[config.mk]
export PLATFORM = sky130hd
export DESIGN_NAME = usb_endpoint_fifo_regs
export DESIGN_NICKNAME = d
export VERILOG_FILES = /design/src/include/usb_ep_pkg.sv /design/src/include/ep_fifo_if.sv /design/src/rtl/ep_fifo_bank.sv /design/src/rtl/usb_endpoint_fifo_regs.sv
export SDC_FILE = /design/constraint.sdc
export NUM_CORES = 1
export LEC_CHECK = 0
export CELL_PAD_IN_SITES_DETAIL_PLACEMENT = 1
export CELL_PAD_IN_SITES_GLOBAL_PLACEMENT = 2
export CORE_ASPECT_RATIO = 0.8
export CORE_MARGIN = 10
export CORE_UTILIZATION = 52
export DETAILED_ROUTE_END_ITERATION = 8
export DONT_BUFFER_PORTS = 1
export GPL_TIMING_DRIVEN = 0
export HOLD_SLACK_MARGIN = 0.08
export PLACE_DENSITY_LB_ADDON = 0.2
export REMOVE_ABC_BUFFERS = 1
export SLEW_MARGIN = 40
export SYNTH_ARGS = -nofsm -noshare
export SYNTH_HDL_FRONTEND = slang
export SYNTH_SLANG_ARGS = --single-unit
export TNS_END_PERCENT = 30
[constraint.sdc]
create_clock -name core_clk_i -period 4.67 [get_ports core_clk_i]
set_input_delay 1.1675 -clock core_clk_i [delete_from_list [all_inputs] [get_ports core_clk_i]]
set_output_delay 1.1675 -clock core_clk_i [all_outputs]
set_load 0.005 [all_outputs]
[src/include/usb_ep_pkg.sv]
// constants for the endpoint-indexed fifo register slice
// assumes an 8-bit register port with one-cycle strobes
package usb_ep_pkg;
    localparam int unsigned NUM_EP = 4;
    localparam int unsigned FIFO_DEPTH = 8;
    localparam int unsigned ADDR_W = 8;
    localparam int unsigned DATA_W = 8;
    localparam int unsigned CNT_W = 4;
    localparam int unsigned PTR_W = 3;

    // register offsets
    localparam logic [7:0] EP_SELECT_OFS = 8'h31;
    localparam logic [7:0] RX_STATUS_OFS = 8'h22;
    localparam logic [7:0] RX_DATA_OFS = 8'h23;
    localparam logic [7:0] RX_CONTROL_OFS = 8'h24;
    localparam logic [7:0] RX_COUNT_OFS = 8'h26;
    localparam logic [7:0] TX_STATUS_OFS = 8'h32;
    localparam logic [7:0] TX_DATA_OFS = 8'h33;
    localparam logic [7:0] TX_CONTROL_OFS = 8'h34;
    localparam logic [7:0] TX_COUNT_OFS = 8'h36;

    // field positions
    localparam int unsigned RX_TOGGLE_BIT = 7;
    localparam int unsigned SETUP_RCVD_BIT = 6;
    localparam int unsigned START_OVW_BIT = 5;
    localparam int unsigned END_OVW_BIT = 4;
    localparam int unsigned RX_TOGGLE_OVW_BIT = 3;
    localparam int unsigned TX_TOGGLE_BIT = 7;
    localparam int unsigned TX_TOGGLE_OVW_BIT = 3;
    localparam int unsigned TX_CLEAR_BIT = 7;
    localparam int unsigned RX_RELEASE_BIT = 4;

    localparam logic [7:0] READ_ZERO = 8'h00;
    localparam logic [3:0] MAX_BYTES = 4'h8;
    localparam logic [1:0] CONTROL_EP = 2'h0;
endpackage : usb_ep_pkg

[src/include/ep_fifo_if.sv]
// push/pop port of one bank of endpoint byte fifos
// assumes the owner drives push, pop and clear; fifo drives the rest
interface ep_fifo_if;
    import usb_ep_pkg::*;
    logic [1:0] push_ep;
    logic push;
    logic [7:0] push_data;
    logic [1:0] pop_ep;
    logic pop;
    logic [7:0] pop_data;
    logic [NUM_EP-1:0] clear;
    logic [NUM_EP*CNT_W-1:0] level;
    modport owner (output push_ep, push, push_data, pop_ep, pop, clear, input pop_data, level);
    modport fifo (input push_ep, push, push_data, pop_ep, pop, clear, output pop_data, level);
endinterface : ep_fifo_if

[src/rtl/ep_fifo_bank.sv]
// four eight-byte endpoint fifos, one push port and one pop port
// assumes pushes into a full fifo and pops from an empty one are dropped
module ep_fifo_bank (
    input wire logic core_clk_i,
    input wire logic rst_n_i,
    ep_fifo_if.fifo f
);
    import usb_ep_pkg::*;

    logic [7:0] mem_q [NUM_EP][FIFO_DEPTH];
    logic [PTR_W-1:0] rd_q [NUM_EP];

    // head byte of the chosen fifo; stale when empty, pointer stays put
    assign f.pop_data = mem_q[f.pop_ep][rd_q[f.pop_ep]];

    genvar e;
    generate
        for (e = 0; e < NUM_EP; e++) begin : g_ep
            logic [PTR_W-1:0] wr_q;
            logic [CNT_W-1:0] cnt_q;
            logic do_push;
            logic do_pop;
            assign do_push = f.push && f.push_ep == e && cnt_q < MAX_BYTES;
            assign do_pop = f.pop && f.pop_ep == e && cnt_q != '0;
            assign f.level[e*CNT_W +: CNT_W] = cnt_q;
            always_ff @(posedge core_clk_i) begin
                if (!rst_n_i || f.clear[e]) begin
                    wr_q <= '0;
                    rd_q[e] <= '0;
                    cnt_q <= '0;
                end else begin
                    if (do_push) begin
                        wr_q <= wr_q + 3'h1;
                    end
                    if (do_pop) begin
                        rd_q[e] <= rd_q[e] + 3'h1;
                    end
                    cnt_q <= cnt_q + CNT_W'(do_push) - CNT_W'(do_pop);
                end
            end
            always_ff @(posedge core_clk_i) begin
                if (do_push) begin
                    mem_q[e][wr_q] <= f.push_data;
                end
            end
        end
    endgenerate
endmodule : ep_fifo_bank

[src/rtl/usb_endpoint_fifo_regs.sv]
// endpoint-indexed receive/transmit fifo and status registers
// assumes the usb engine reports token and handshake events as one-cycle pulses
// Functional notes
// - reading receive data returns next byte of selected endpoint's fifo
// - receive toggle inverts on each ACK to an OUT token
// - receive toggle written only when same write sets its overwrite bit
// - overwrite bit zero leaves toggle alone; overwrite bit reads zero
// - hardware sets setup-received on every valid SETUP transaction
// - start-overwrite set on SETUP token, control endpoint only, read-only
// - end-overwrite set in SETUP handshake, control endpoint only
// - transmit clear flushes selected fifo and resets its status; here it flushes the fifo and zeroes the count but keeps the transmit toggle
// - hardware clears the transmit clear bit when flush is done
// - each transmit data write appends a byte to selected fifo
// - transmit toggle picks DATA0/DATA1 and inverts on IN ACK
// - transmit toggle written only when same write sets overwrite bit
// - transmit overwrite zero has no effect and reads back zero
// - system or bus reset zeroes status bits and transmit clear
// - two-bit endpoint select picks endpoint zero to three
// - receive byte count readable, four bits, at most eight
// - receive release frees receive fifo; hardware clears the bit
//
// Strobed register access was left to the implementer.
module usb_endpoint_fifo_regs (
    input wire logic core_clk_i,
    input wire logic rst_n_i,
    input wire logic usb_bus_reset_i,
    input wire logic [usb_ep_pkg::ADDR_W-1:0] reg_addr_i,
    input wire logic [usb_ep_pkg::DATA_W-1:0] reg_wdata_i,
    input wire logic reg_write_i,
    input wire logic reg_read_i,
    output logic [usb_ep_pkg::DATA_W-1:0] reg_rdata_o,
    input wire logic [1:0] link_ep_i,
    input wire logic link_setup_token_i,
    input wire logic link_setup_done_i,
    input wire logic link_out_ack_i,
    input wire logic link_in_ack_i,
    input wire logic link_rx_push_i,
    input wire logic [usb_ep_pkg::DATA_W-1:0] link_rx_data_i,
    input wire logic link_tx_pop_i,
    output logic [usb_ep_pkg::DATA_W-1:0] link_tx_data_o,
    output logic link_tx_toggle_o,
    output logic [usb_ep_pkg::CNT_W-1:0] link_tx_count_o
);
    import usb_ep_pkg::*;

    logic clr_all;
    logic [1:0] ep_q;
    logic [NUM_EP-1:0] rx_tog_q;
    logic [NUM_EP-1:0] tx_tog_q;
    logic [NUM_EP-1:0] setup_q;
    logic [NUM_EP-1:0] st_ovw_q;
    logic [NUM_EP-1:0] ed_ovw_q;
    logic [NUM_EP-1:0] tx_clr_q;
    logic [NUM_EP-1:0] rx_rel_q;
    logic [CNT_W-1:0] tx_cnt_q [NUM_EP];
    logic wr_rx_stat;
    logic wr_tx_stat;
    logic wr_tx_con;
    logic wr_rx_con;
    logic [7:0] rdata_d;

    ep_fifo_if rx_if ();
    ep_fifo_if tx_if ();

    ep_fifo_bank u_rx_bank (
        .core_clk_i(core_clk_i),
        .rst_n_i(rst_n_i),
        .f(rx_if.fifo)
    );

    ep_fifo_bank u_tx_bank (
        .core_clk_i(core_clk_i),
        .rst_n_i(rst_n_i),
        .f(tx_if.fifo)
    );

    assign clr_all = !rst_n_i || usb_bus_reset_i;
    assign wr_rx_stat = reg_write_i && reg_addr_i == RX_STATUS_OFS;
    assign wr_tx_stat = reg_write_i && reg_addr_i == TX_STATUS_OFS;
    assign wr_tx_con = reg_write_i && reg_addr_i == TX_CONTROL_OFS;
    assign wr_rx_con = reg_write_i && reg_addr_i == RX_CONTROL_OFS;

    // link pushes receive bytes, software pops
    assign rx_if.push_ep = link_ep_i;
    assign rx_if.push = link_rx_push_i;
    assign rx_if.push_data = link_rx_data_i;
    assign rx_if.pop_ep = ep_q;
    assign rx_if.pop = reg_read_i && reg_addr_i == RX_DATA_OFS;
    // software pushes transmit bytes, link pops
    assign tx_if.push_ep = ep_q;
    assign tx_if.push = reg_write_i && reg_addr_i == TX_DATA_OFS;
    assign tx_if.push_data = reg_wdata_i;
    assign tx_if.pop_ep = link_ep_i;
    assign tx_if.pop = link_tx_pop_i;

    // flush fifo while clear bit stands
    assign tx_if.clear = tx_clr_q | {NUM_EP{usb_bus_reset_i}};
    assign rx_if.clear = rx_rel_q | {NUM_EP{usb_bus_reset_i}};

    always_ff @(posedge core_clk_i) begin
        if (clr_all) begin
            ep_q <= '0;
        end else if (reg_write_i && reg_addr_i == EP_SELECT_OFS) begin
            ep_q <= reg_wdata_i[1:0];
        end
    end

    genvar e;
    generate
        for (e = 0; e < NUM_EP; e++) begin : g_ep
            logic sel;
            logic on_link;
            assign sel = ep_q == e;
            assign on_link = link_ep_i == e;

            always_ff @(posedge core_clk_i) begin
                if (clr_all) begin
                    rx_tog_q[e] <= 1'b0;
                end else if (wr_rx_stat && sel && reg_wdata_i[RX_TOGGLE_OVW_BIT]) begin
                    rx_tog_q[e] <= reg_wdata_i[RX_TOGGLE_BIT];
                end else if (link_out_ack_i && on_link) begin
                    rx_tog_q[e] <= ~rx_tog_q[e];
                end
            end

            always_ff @(posedge core_clk_i) begin
                if (clr_all) begin
                    tx_tog_q[e] <= 1'b0;
                end else if (wr_tx_stat && sel && reg_wdata_i[TX_TOGGLE_OVW_BIT]) begin
                    tx_tog_q[e] <= reg_wdata_i[TX_TOGGLE_BIT];
                end else if (link_in_ack_i && on_link) begin
                    tx_tog_q[e] <= ~tx_tog_q[e];
                end
            end

            // set wins over a clearing write in the same cycle
            always_ff @(posedge core_clk_i) begin
                if (clr_all) begin
                    setup_q[e] <= 1'b0;
                end else if (link_setup_done_i && on_link) begin
                    setup_q[e] <= 1'b1;
                end else if (wr_rx_stat && sel) begin
                    setup_q[e] <= reg_wdata_i[SETUP_RCVD_BIT];
                end
            end

            // start overwrite is read-only; the next setup stage end drops it
            always_ff @(posedge core_clk_i) begin
                if (clr_all) begin
                    st_ovw_q[e] <= 1'b0;
                end else if (link_setup_token_i && on_link && CONTROL_EP == e) begin
                    st_ovw_q[e] <= 1'b1;
                end else if (link_setup_done_i && on_link) begin
                    st_ovw_q[e] <= 1'b0;
                end
            end

            always_ff @(posedge core_clk_i) begin
                if (clr_all) begin
                    ed_ovw_q[e] <= 1'b0;
                end else if (link_setup_done_i && on_link && CONTROL_EP == e) begin
                    ed_ovw_q[e] <= 1'b1;
                end else if (wr_rx_stat && sel) begin
                    ed_ovw_q[e] <= reg_wdata_i[END_OVW_BIT];
                end
            end

            // flush takes the cycle after the set; the bit then drops
            always_ff @(posedge core_clk_i) begin
                if (clr_all) begin
                    tx_clr_q[e] <= 1'b0;
                end else if (tx_clr_q[e]) begin
                    tx_clr_q[e] <= 1'b0;
                end else if (wr_tx_con && sel) begin
                    tx_clr_q[e] <= reg_wdata_i[TX_CLEAR_BIT];
                end
            end

            always_ff @(posedge core_clk_i) begin
                if (clr_all) begin
                    rx_rel_q[e] <= 1'b0;
                end else if (rx_rel_q[e]) begin
                    rx_rel_q[e] <= 1'b0;
                end else if (wr_rx_con && sel) begin
                    rx_rel_q[e] <= reg_wdata_i[RX_RELEASE_BIT];
                end
            end

            always_ff @(posedge core_clk_i) begin
                if (clr_all || tx_clr_q[e]) begin
                    tx_cnt_q[e] <= '0;
                // count held from low nibble, capped at eight
                end else if (reg_write_i && reg_addr_i == TX_COUNT_OFS && sel) begin
                    tx_cnt_q[e] <= (reg_wdata_i[3:0] > MAX_BYTES) ? MAX_BYTES : reg_wdata_i[3:0];
                end
            end
        end
    endgenerate

    // toggle overwrite bits and reserved bits read as zero
    always_comb begin
        rdata_d = READ_ZERO;
        if (reg_addr_i == RX_STATUS_OFS) begin
            rdata_d[RX_TOGGLE_BIT] = rx_tog_q[ep_q];
            rdata_d[SETUP_RCVD_BIT] = setup_q[ep_q];
            rdata_d[START_OVW_BIT] = st_ovw_q[ep_q];
            rdata_d[END_OVW_BIT] = ed_ovw_q[ep_q];
        end else if (reg_addr_i == RX_DATA_OFS) begin
            rdata_d = rx_if.pop_data;
        end else if (reg_addr_i == RX_COUNT_OFS) begin
            rdata_d[CNT_W-1:0] = rx_if.level[ep_q*CNT_W +: CNT_W];
        end else if (reg_addr_i == RX_CONTROL_OFS) begin
            rdata_d[RX_RELEASE_BIT] = rx_rel_q[ep_q];
        end else if (reg_addr_i == EP_SELECT_OFS) begin
            rdata_d[1:0] = ep_q;
        end else if (reg_addr_i == TX_STATUS_OFS) begin
            rdata_d[TX_TOGGLE_BIT] = tx_tog_q[ep_q];
        end else if (reg_addr_i == TX_CONTROL_OFS) begin
            rdata_d[TX_CLEAR_BIT] = tx_clr_q[ep_q];
        end
    end

    always_ff @(posedge core_clk_i) begin
        if (!rst_n_i) begin
            reg_rdata_o <= '0;
        end else if (reg_read_i) begin
            reg_rdata_o <= rdata_d;
        end else begin
            reg_rdata_o <= '0;
        end
    end

    // link sees head byte, toggle and packet size, registered
    always_ff @(posedge core_clk_i) begin
        if (clr_all) begin
            link_tx_data_o <= '0;
            link_tx_toggle_o <= 1'b0;
            link_tx_count_o <= '0;
        end else begin
            link_tx_data_o <= tx_if.pop_data;
            link_tx_toggle_o <= tx_tog_q[link_ep_i];
            link_tx_count_o <= tx_cnt_q[link_ep_i];
        end
    end
endmodule : usb_endpoint_fifo_regs

==> results of run 1 <==
-- cell usage after synthesis (10+ instances only) --
master	number
sky130_fd_sc_hd__buf_4	10
sky130_fd_sc_hd__mux2i_1	71
sky130_fd_sc_hd__nand3_1	12
sky130_fd_sc_hd__ha_1	56
sky130_fd_sc_hd__nand2_1	77
sky130_fd_sc_hd__buf_6	12
sky130_fd_sc_hd__xnor2_1	18
sky130_fd_sc_hd__nor3_1	24
sky130_fd_sc_hd__xor2_1	24
sky130_fd_sc_hd__and3_1	13
sky130_fd_sc_hd__buf_2	22
sky130_fd_sc_hd__and2_1	15
sky130_fd_sc_hd__mux4_2	149
sky130_fd_sc_hd__dfxtp_1	106
sky130_fd_sc_hd__clkbuf_1	16
sky130_fd_sc_hd__o21ai_0	13
sky130_fd_sc_hd__nor2_1	143
sky130_fd_sc_hd__a211oi_1	12
sky130_fd_sc_hd__a21oi_1	35
sky130_fd_sc_hd__nand2b_1	46
sky130_fd_sc_hd__nor2b_1	14
sky130_fd_sc_hd__edfxtp_1	552
sky130_fd_sc_hd__inv_1	59
-- routing by layer --
layer / vias up / GRT usage [%] / routed length [microns] / part of all wire (%)
li1: 6250 / - / - / -
met3: 90 / 4.671 / 4667 / 7.1
met2: 446 / 31.82 / 29590 / 45
met4: 0 / 4.658 / 1136 / 1.7
met1: 7628 / 30.97 / 29990 / 46
met5: - / 0 / 0 / 0
-- flip-flops by register name, summed over array words and instances (netlist names), 12 cells and up, named ones only --
register / count
u_tx_bank.mem_q: 256
u_tx_bank.g_ep.wr_q: 12
u_rx_bank.mem_q: 256
u_rx_bank.g_ep.wr_q: 12
u_rx_bank.rd_q: 12
u_tx_bank.g_ep.cnt_q: 16
tx_cnt_q: 16
u_rx_bank.g_ep.cnt_q: 16
u_tx_bank.rd_q: 12
-- cell families after synthesis --
group,count (synthesis)
AO/OA/AOI/OAI,114
XOR/XNOR,42
adder cells (fa/ha/maj),64
buffers and inverters,126
flip-flops,658
multiplexers,230
AND/OR/NAND/NOR,376
-- worst register-to-register path: stages (launching register included) --
cell and delay (ps):
sky130_fd_sc_hd__dfxtp_4 640, sky130_fd_sc_hd__mux4_4 1080, sky130_fd_sc_hd__mux2i_1 290, sky130_fd_sc_hd__a221oi_1 680, sky130_fd_sc_hd__o21ai_0 490, sky130_fd_sc_hd__a31oi_1 300
-- area by class of cell --
type	count	share of cell area [%]
Sequential cell	658	61.70
Multi-Input combinational cell	826	27.66
Clock buffer	93	6.161
Tap cell	693	2.860
Inverter	61	0.7551
Clock inverter	24	0.5447
Timing Repair Buffer	9	0.3136
Antenna cell	1	0.008253
-- worst max path at each step --
stage / start / endpoint / slack [ps] / cells after the start
6_report: flop / reg_rdata_o[7] / 1110 / 5
5_1_grt: flop / reg_rdata_o[7] / 960 / 5
4_1_cts: flop / reg_rdata_o[7] / 1160 / 5
3_5_place_dp: reg_addr_i[4] / u_rx_bank.g_ep[0].cnt_q[2] / 850 / 10
3_3_place_gp: flop / reg_rdata_o[7] / -2650 / 5
2_1_floorplan: flop / reg_rdata_o[0] / 7 / 4
-- through the flow --
step           total power (uW)  hold WS [ps]  TNS, ps
3_5_place_dp               6839         480.3        0
6_report                  11810         494.4        0
5_1_grt                   12130         539.5        0
3_3_place_gp               6831         471.4   -18290
4_1_cts                   11890         495.8        0
2_1_floorplan              6745         446.9        0
-- cell usage in the layout, fill, tap and decap left out, types with 42 or more instances in the layout --
cell	instances
sky130_fd_sc_hd__clkbuf_16	70
sky130_fd_sc_hd__dfxtp_1	102
sky130_fd_sc_hd__edfxtp_1	552
sky130_fd_sc_hd__ha_1	56
sky130_fd_sc_hd__inv_1	59
sky130_fd_sc_hd__mux2i_1	71
sky130_fd_sc_hd__mux4_2	147
sky130_fd_sc_hd__nand2_1	77
sky130_fd_sc_hd__nand2b_1	45
sky130_fd_sc_hd__nor2_1	102
sky130_fd_sc_hd__nor2_2	42
-- power breakdown --
group	total (uW)	internal, uW	switching (uW)
clock	5100	2900	2200
sequential	6410	6390	18.9
combinational	308	134	173
total	11800	9420	2390
==> PnR_summary.wiki, run 1 <==
{| class="wikitable"
! Metric !! Value
|-
| Status || complete, no violations
|-
| Count of TritonRoute iterations in the first routing pass || 5
|-
| Synthesized-area fraction occupied by ao, oa, aoi and oai cells || 2.859%
|-
| Slowest library cell on the worst path || sky130_fd_sc_hd__mux4_4
|-
| Skew-Pair Late Insertion Delay || 600 ps
|-
| Netlist area before placement || 0.02749 sq mm
|-
| Transition at the pin with the smallest max-transition slack || 822.3 ps
|-
| Area share of fa/ha/maj cells after synthesis || 3.132%
|-
| MaxCap Viol Count || 0
|-
| Headroom to the max-slew limit || 44.98%
|-
| Worst Hold Launch || ed_ovw_q[2]
|-
| Post-Synthesis Mean Instance Area || 17.07 sq um
|-
| Cell area reported after detailed placement || 0.02822 sq mm
|-
| Clock tree from TritonCTS || yes
|-
| CTS-repair resized insts || 0
|-
| Fraction of registers with async set or reset after synthesis || 0%
|-
| Biggest cell delay along the critical path || 1060 ps
|-
| Layout overhead on the synthesized area || 10.32%
|-
| Kind of start point of the critical path || flop
|-
| Multi-input combinational cell area || 0.008387 sq mm
|-
| Total global routing overflow || 0
|-
| Worst hold path depth || 2
|-
| Setup Viol. Count Final || 0
|-
| Post-route clock period utilization || 76.29%
|-
| Worst-case clock buffer depth || 3
|-
| Final standard cell area without fillers || 0.03032 sq mm
|-
| Horizontal die dimension || 277.0 microns
|-
| DRC violation count after routing || 0
|-
| Clk_skew || 19.45 ps
|-
| Input/output buffers || 0
|-
| First-pass GRT wire length || 98530 microns
|-
| Hpwl dp || 42910 microns
|-
| Number of placement rows || 75
|-
| First DRT Iteration DRCs || 1287
|-
| Worst slack at placement || 847.9 ps
|-
| Clock Sink Count || 658
|-
| Fin crit period || 3563 ps
|-
| Sequential fraction of the synthesis area || 68.03%
|-
| Core area || 0.05236 sq mm
|-
| Critical path arrival || 4080 ps
|-
| Area of the die || 0.06251 sq mm
|-
| CP bufs+invs || 0
|-
| Max-slew violation total from the final report || 0
|-
| RePlAce Congestion || 0.8299
|-
| Mux share of post-synthesis cell area || 15.29%
|-
| Antenna violation net count after detailed routing || 0
|-
| Cell taking the most area after synthesis || sky130_fd_sc_hd__edfxtp_1
|-
| I/O pin count || 58
|-
| CP Capture Type || flop
|-
| Layout fillers || 4654
|-
| Placed cell count || 2247
|-
| Post-CTS Hold Fix Bufs || 0
|-
| Category of the most critical setup path || reg -> reg
|-
| Clock-pin slew on the worst setup and hold paths || 60 ps
|-
| Leakage power summed over all cells || 0.009655 uW
|-
| Number of antenna violations at the first check in global routing || 0
|-
| Data required time at the worst endpoint || 5190 ps
|-
| Initial core utilization || 52.49%
|-
| Cells after synthesis || 1610
|-
| Detail-routed net length per standard cell || 27.65 microns
|-
| Post-synth EDFFs || 552
|-
| Number of register bits inferred by synthesis || 658
|-
| Max Clock Freq || 280.7 MHz
|-
| H-tree levels || 3
|-
| Largest fanout on the critical path || 29
|-
| Synth unique cells || 58
|-
| Post-route core utilization || 57.91%
|-
| Post-synthesis xor/xnor area fraction || 1.338%
|-
| Largest net degree at the start of global routing || 81
|-
| Hold EP || ed_ovw_q[2]
|-
| Number of global-route vias before repair || 15200
|-
| Hold WC Path Type || reg -> reg
|-
| Internal reg-to-reg setup slack || 1110 ps
|-
| Final net count || 1723
|-
| Synthesized-area fraction occupied by and/or/nand/nor cells || 7.070%
|-
| Top cells by area, synth || sky130_fd_sc_hd__edfxtp_1, sky130_fd_sc_hd__mux4_2, sky130_fd_sc_hd__dfxtp_1
|-
| Worst supply voltage drop on vdd || 279.2 uV
|-
| Setup repair after global routing missed its margin || false
|-
| Final Hold Viols || 0
|-
| Synth top area share || 60.31%
|-
| PwrDens || 389.6 mW/mm^2
|-
| Post-detailed-routing wire length || 65390 microns
|-
| Total track usage || 21.08%
|-
| Fraction of layout instances using a drive strength above 1 || 20.41%
|-
| Die height || 225.6 microns
|-
| Critical path, cell by cell || mux4_4 > mux2i_1 > a221oi_1 > o21ai_0 > a31oi_1
|-
| Largest family of logic cells by synthesized area || multiplexers
|-
| Worst setup slack after layout || 1107 ps
|-
| Storage cell area || 0.01871 sq mm
|-
| Vias after detailed routing || 14410
|-
| Number of cells on the worst reg-to-reg path || 5
|-
| Per-cell via count in the routed design || 6.095
|-
| Warnings, synthesis || 0
|-
| Number of buffers created by CTS || 66
|-
| Top FF cell, synth || sky130_fd_sc_hd__edfxtp_1
|-
| CTS Root Buffer Type || sky130_fd_sc_hd__clkbuf_16
|-
| Post-layout instance count excluding filler cells || 2365
|-
| Count of buffers added by post-CTS timing repair for setup || 0
|-
| Crit Reg-Reg Endpoint || reg_rdata_o[7]
|-
| CP delay by family, top || compound AO/OA/AOI/OAI gates
|}
Power figures use the tool's default switching activity.
==> run 2: changes to the inputs <==
Settings changed: CORE_UTILIZATION 52 to 49.
Clock period 4.67 ns to 3.4 ns, I/O delays scaled along.
==> run 2 against run 1 <==
Compared with the run above: setup slack worse by 930 ps; core utilization is 2.6 points lower; sequential cell count stayed put; critical endpoint is now reg_rdata_o[2]; design area is 1.0% higher.
==> PnR_summary.wiki, run 2 (same netlist as run 1, synthesis figures left out) <==
{| class="wikitable"
! Metric !! Value
|-
| Status || complete, no violations
|-
| Data required time at the worst endpoint || 3890 ps (-1300 ps)
|-
| Combinational share of power || 2.7% (about the same)
|-
| RePlAce Congestion || 0.8465 (+2.0%)
|-
| Initial core utilization || 49.61% (-2.9 points)
|-
| Post-route clock period utilization || 94.85% (+19 points)
|-
| Number of global-route vias before repair || 15230 (+0.17%)
|-
| Hold WC Path Type || in -> reg
|-
| DRC violation count after routing || 0 (unchanged)
|-
| Critical path, cell by cell || buf_12 > mux4_2 > nor2b_1 > a221oi_1 > o21ai_1 > a21oi_1
|-
| Biggest cell delay along the critical path || 760 ps (-300 ps)
|-
| Most used cells in the layout excluding fill and tap cells || sky130_fd_sc_hd__edfxtp_1, sky130_fd_sc_hd__mux4_2, sky130_fd_sc_hd__nor2_1
|-
| Antenna violation net count after detailed routing || 0 (unchanged)
|-
| Max-slew violation total from the final report || 0 (unchanged)
|-
| Setup repair after global routing missed its margin || false
|-
| Skew-Pair Late Insertion Delay || 600 ps (about the same)
|-
| Worst-case clock buffer depth || 3 (unchanged)
|-
| Largest fanout on the critical path || 18 (-38%)
|-
| Total global routing overflow || 0 (unchanged)
|-
| CP delay by family, top || compound AO/OA/AOI/OAI gates
|-
| Clock Sink Count || 658 (unchanged)
|-
| Hpwl dp || 44320 microns (+3.3%)
|-
| Number of cells on the worst reg-to-reg path || 6 (+1)
|-
| CP Capture Type || flop
|-
| I/O pin count || 58 (unchanged)
|-
| MaxCap Viol Count || 0 (unchanged)
|-
| PwrDens || 536.0 mW/mm^2 (+38%)
|-
| Horizontal die dimension || 284.8 microns (+2.8%)
|-
| Category of the most critical setup path || reg -> reg
|-
| Post-layout instance count excluding filler cells || 2431 (+2.8%)
|-
| Worst supply voltage drop on vdd || 446.7 uV (+60%)
|-
| First-pass GRT wire length || 100100 microns (+1.5%)
|-
| Total power after layout || 16410 uW (+39%)
|-
| Worst hold path depth || 0 (-2)
|-
| Placed cell count || 2310 (+2.8%)
|-
| Final Hold Viols || 0 (unchanged)
|-
| Number of placement rows || 77 (+2.7%)
|-
| CP bufs+invs || 1 (+1)
|-
| Reg power frac || 53.6% (-0.6 points)
|-
| Internal power summed over all cells || 13060 uW (+39%)
|-
| Slowest library cell on the worst path || sky130_fd_sc_hd__mux4_2
|-
| Clock-pin slew on the worst setup and hold paths || 70 ps (about the same)
|-
| Post-CTS Hold Fix Bufs || 0 (unchanged)
|-
| Final net count || 1731 (+0.46%)
|-
| Clk_skew || 23.31 ps (+3.866 ps)
|-
| Relative contribution of the clock network to total power || 43.7% (+0.5 points)
|-
| Post-detailed-routing wire length || 66640 microns (+1.9%)
|-
| Switching share of power || 20.43% (+0.21 points)
|-
| Leading registers by flop count || u_rx_bank.mem_q: 256 flops, u_tx_bank.mem_q: 256 flops
|-
| Fraction of layout instances using a drive strength above 1 || 21.06% (+0.65 points)
|-
| Vias after detailed routing || 14400 (-0.097%)
|-
| Area of the die || 0.06602 sq mm (+5.6%)
|-
| Total track usage || 20.31% (-0.77 points)
|-
| Number of antenna violations at the first check in global routing || 0 (unchanged)
|-
| Depth of the critical timing path with buffers and inverters included || 6 (+1)
|-
| Per-cell via count in the routed design || 5.923 (-2.8%)
|-
| Leakage power summed over all cells || 0.009744 uW (+0.92%)
|-
| Headroom to the max-slew limit || 43.88% (-1.1 points)
|-
| Layout overhead on the synthesized area || 11.43%
|-
| Setup Viol. Count Final || 0 (unchanged)
|-
| Die height || 231.8 microns (+2.8%)
|-
| Commonest non-fill, non-tap cell in the layout || sky130_fd_sc_hd__edfxtp_1
|-
| CTS Root Buffer Type || sky130_fd_sc_hd__clkbuf_16
|-
| Power spent charging and discharging nets || 3354 uW (+40%)
|-
| Fin crit period || 3225 ps (-338.2 ps)
|-
| Antenna cell count || 0 (-1)
|-
| Critical path arrival || 3720 ps (-360 ps)
|-
| Number of buffers created by CTS || 67 (+1.5%)
|-
| Input/output buffers || 0 (unchanged)
|-
| Kind of start point of the critical path || flop
|-
| Detail-routed net length per standard cell || 27.41 microns (-0.86%)
|-
| Layout fillers || 5000 (+7.4%)
|-
| Clock tree from TritonCTS || yes
|-
| H-tree levels || 3 (unchanged)
|-
| Largest net degree at the start of global routing || 81 (unchanged)
|-
| Core area || 0.05540 sq mm (+5.8%)
|-
| Max Clock Freq || 310.1 MHz (+10%)
|-
| Count of TritonRoute iterations in the first routing pass || 6 (+1)
|-
| First DRT Iteration DRCs || 1391 (+8.1%)
|-
| Transition at the pin with the smallest max-transition slack || 837.2 ps (+14.95 ps)
|-
| Count of buffers added by post-CTS timing repair for setup || 0 (unchanged)
|}
-- run 2: what timing repair did --
action                                  CTS  global route
endpoints found under the setup margin    3             6
pin swaps                                 1             0
cloned                                    0             1
gates resized for setup                   4             3
-- run 2: routing by layer --
layer / up-vias / track usage (%) / wire length, microns
li1: 6271 / - / -
met1: 7615 / 30.76 / 31540
met2: 437 / 29.37 / 29480
met3: 77 / 4.498 / 4405
met4: 0 / 5.054 / 1216
met5: - / 0 / 0
-- run 2: layout make-up --
| cell class | instances | area [sq um] | share of cell area (%) |
|---|---|---|---|
| Clock inverter | 34 | 306.5 | 1.001 |
| Inverter | 61 | 229.0 | 0.7476 |
| Timing Repair Buffer | 15 | 196.4 | 0.6414 |
| Tap cell | 750 | 938.4 | 3.064 |
| Clock buffer | 86 | 1810 | 5.912 |
| Multi-Input combinational cell | 827 | 8434 | 27.54 |
| Sequential cell | 658 | 18710 | 61.09 |
-- run 2: path summary, 6_finish.rpt --
path,end,slack [ps],from
max reg2reg,reg_rdata_o[2],180,flop
min reg2reg,ed_ovw_q[2],500,ed_ovw_q[2]
min,u_tx_bank.mem_q[2][31],340,reg_wdata_i[7]
max,reg_rdata_o[2],180,flop
-- run 2: stage by stage --
stage	setup WS, ps	hold slack [ps]	setup TNS (ps)	cell area [sq um]	util (%)
detailed placement	-324.0	489.9	-7846	28380	51.23
global placement	-4157	471.1	-81380	28020	50.59
finish	175.3	344.2	0	30630	55.28
floorplan	-1263	446.9	-9572	27090	-
global route	13.70	301.6	0	30630	55.28
CTS	3.392	307.4	0	30520	55.10
-- run 2: power groups by stage --
stage	combinational, uW	sequential (uW)	clock [uW]
after floorplan	300	8970	0
after CTS	436	8800	7320
after global placement	414	8970	0
after detailed placement	431	8970	0
after global routing	466	8800	7640
final	437	8800	7180
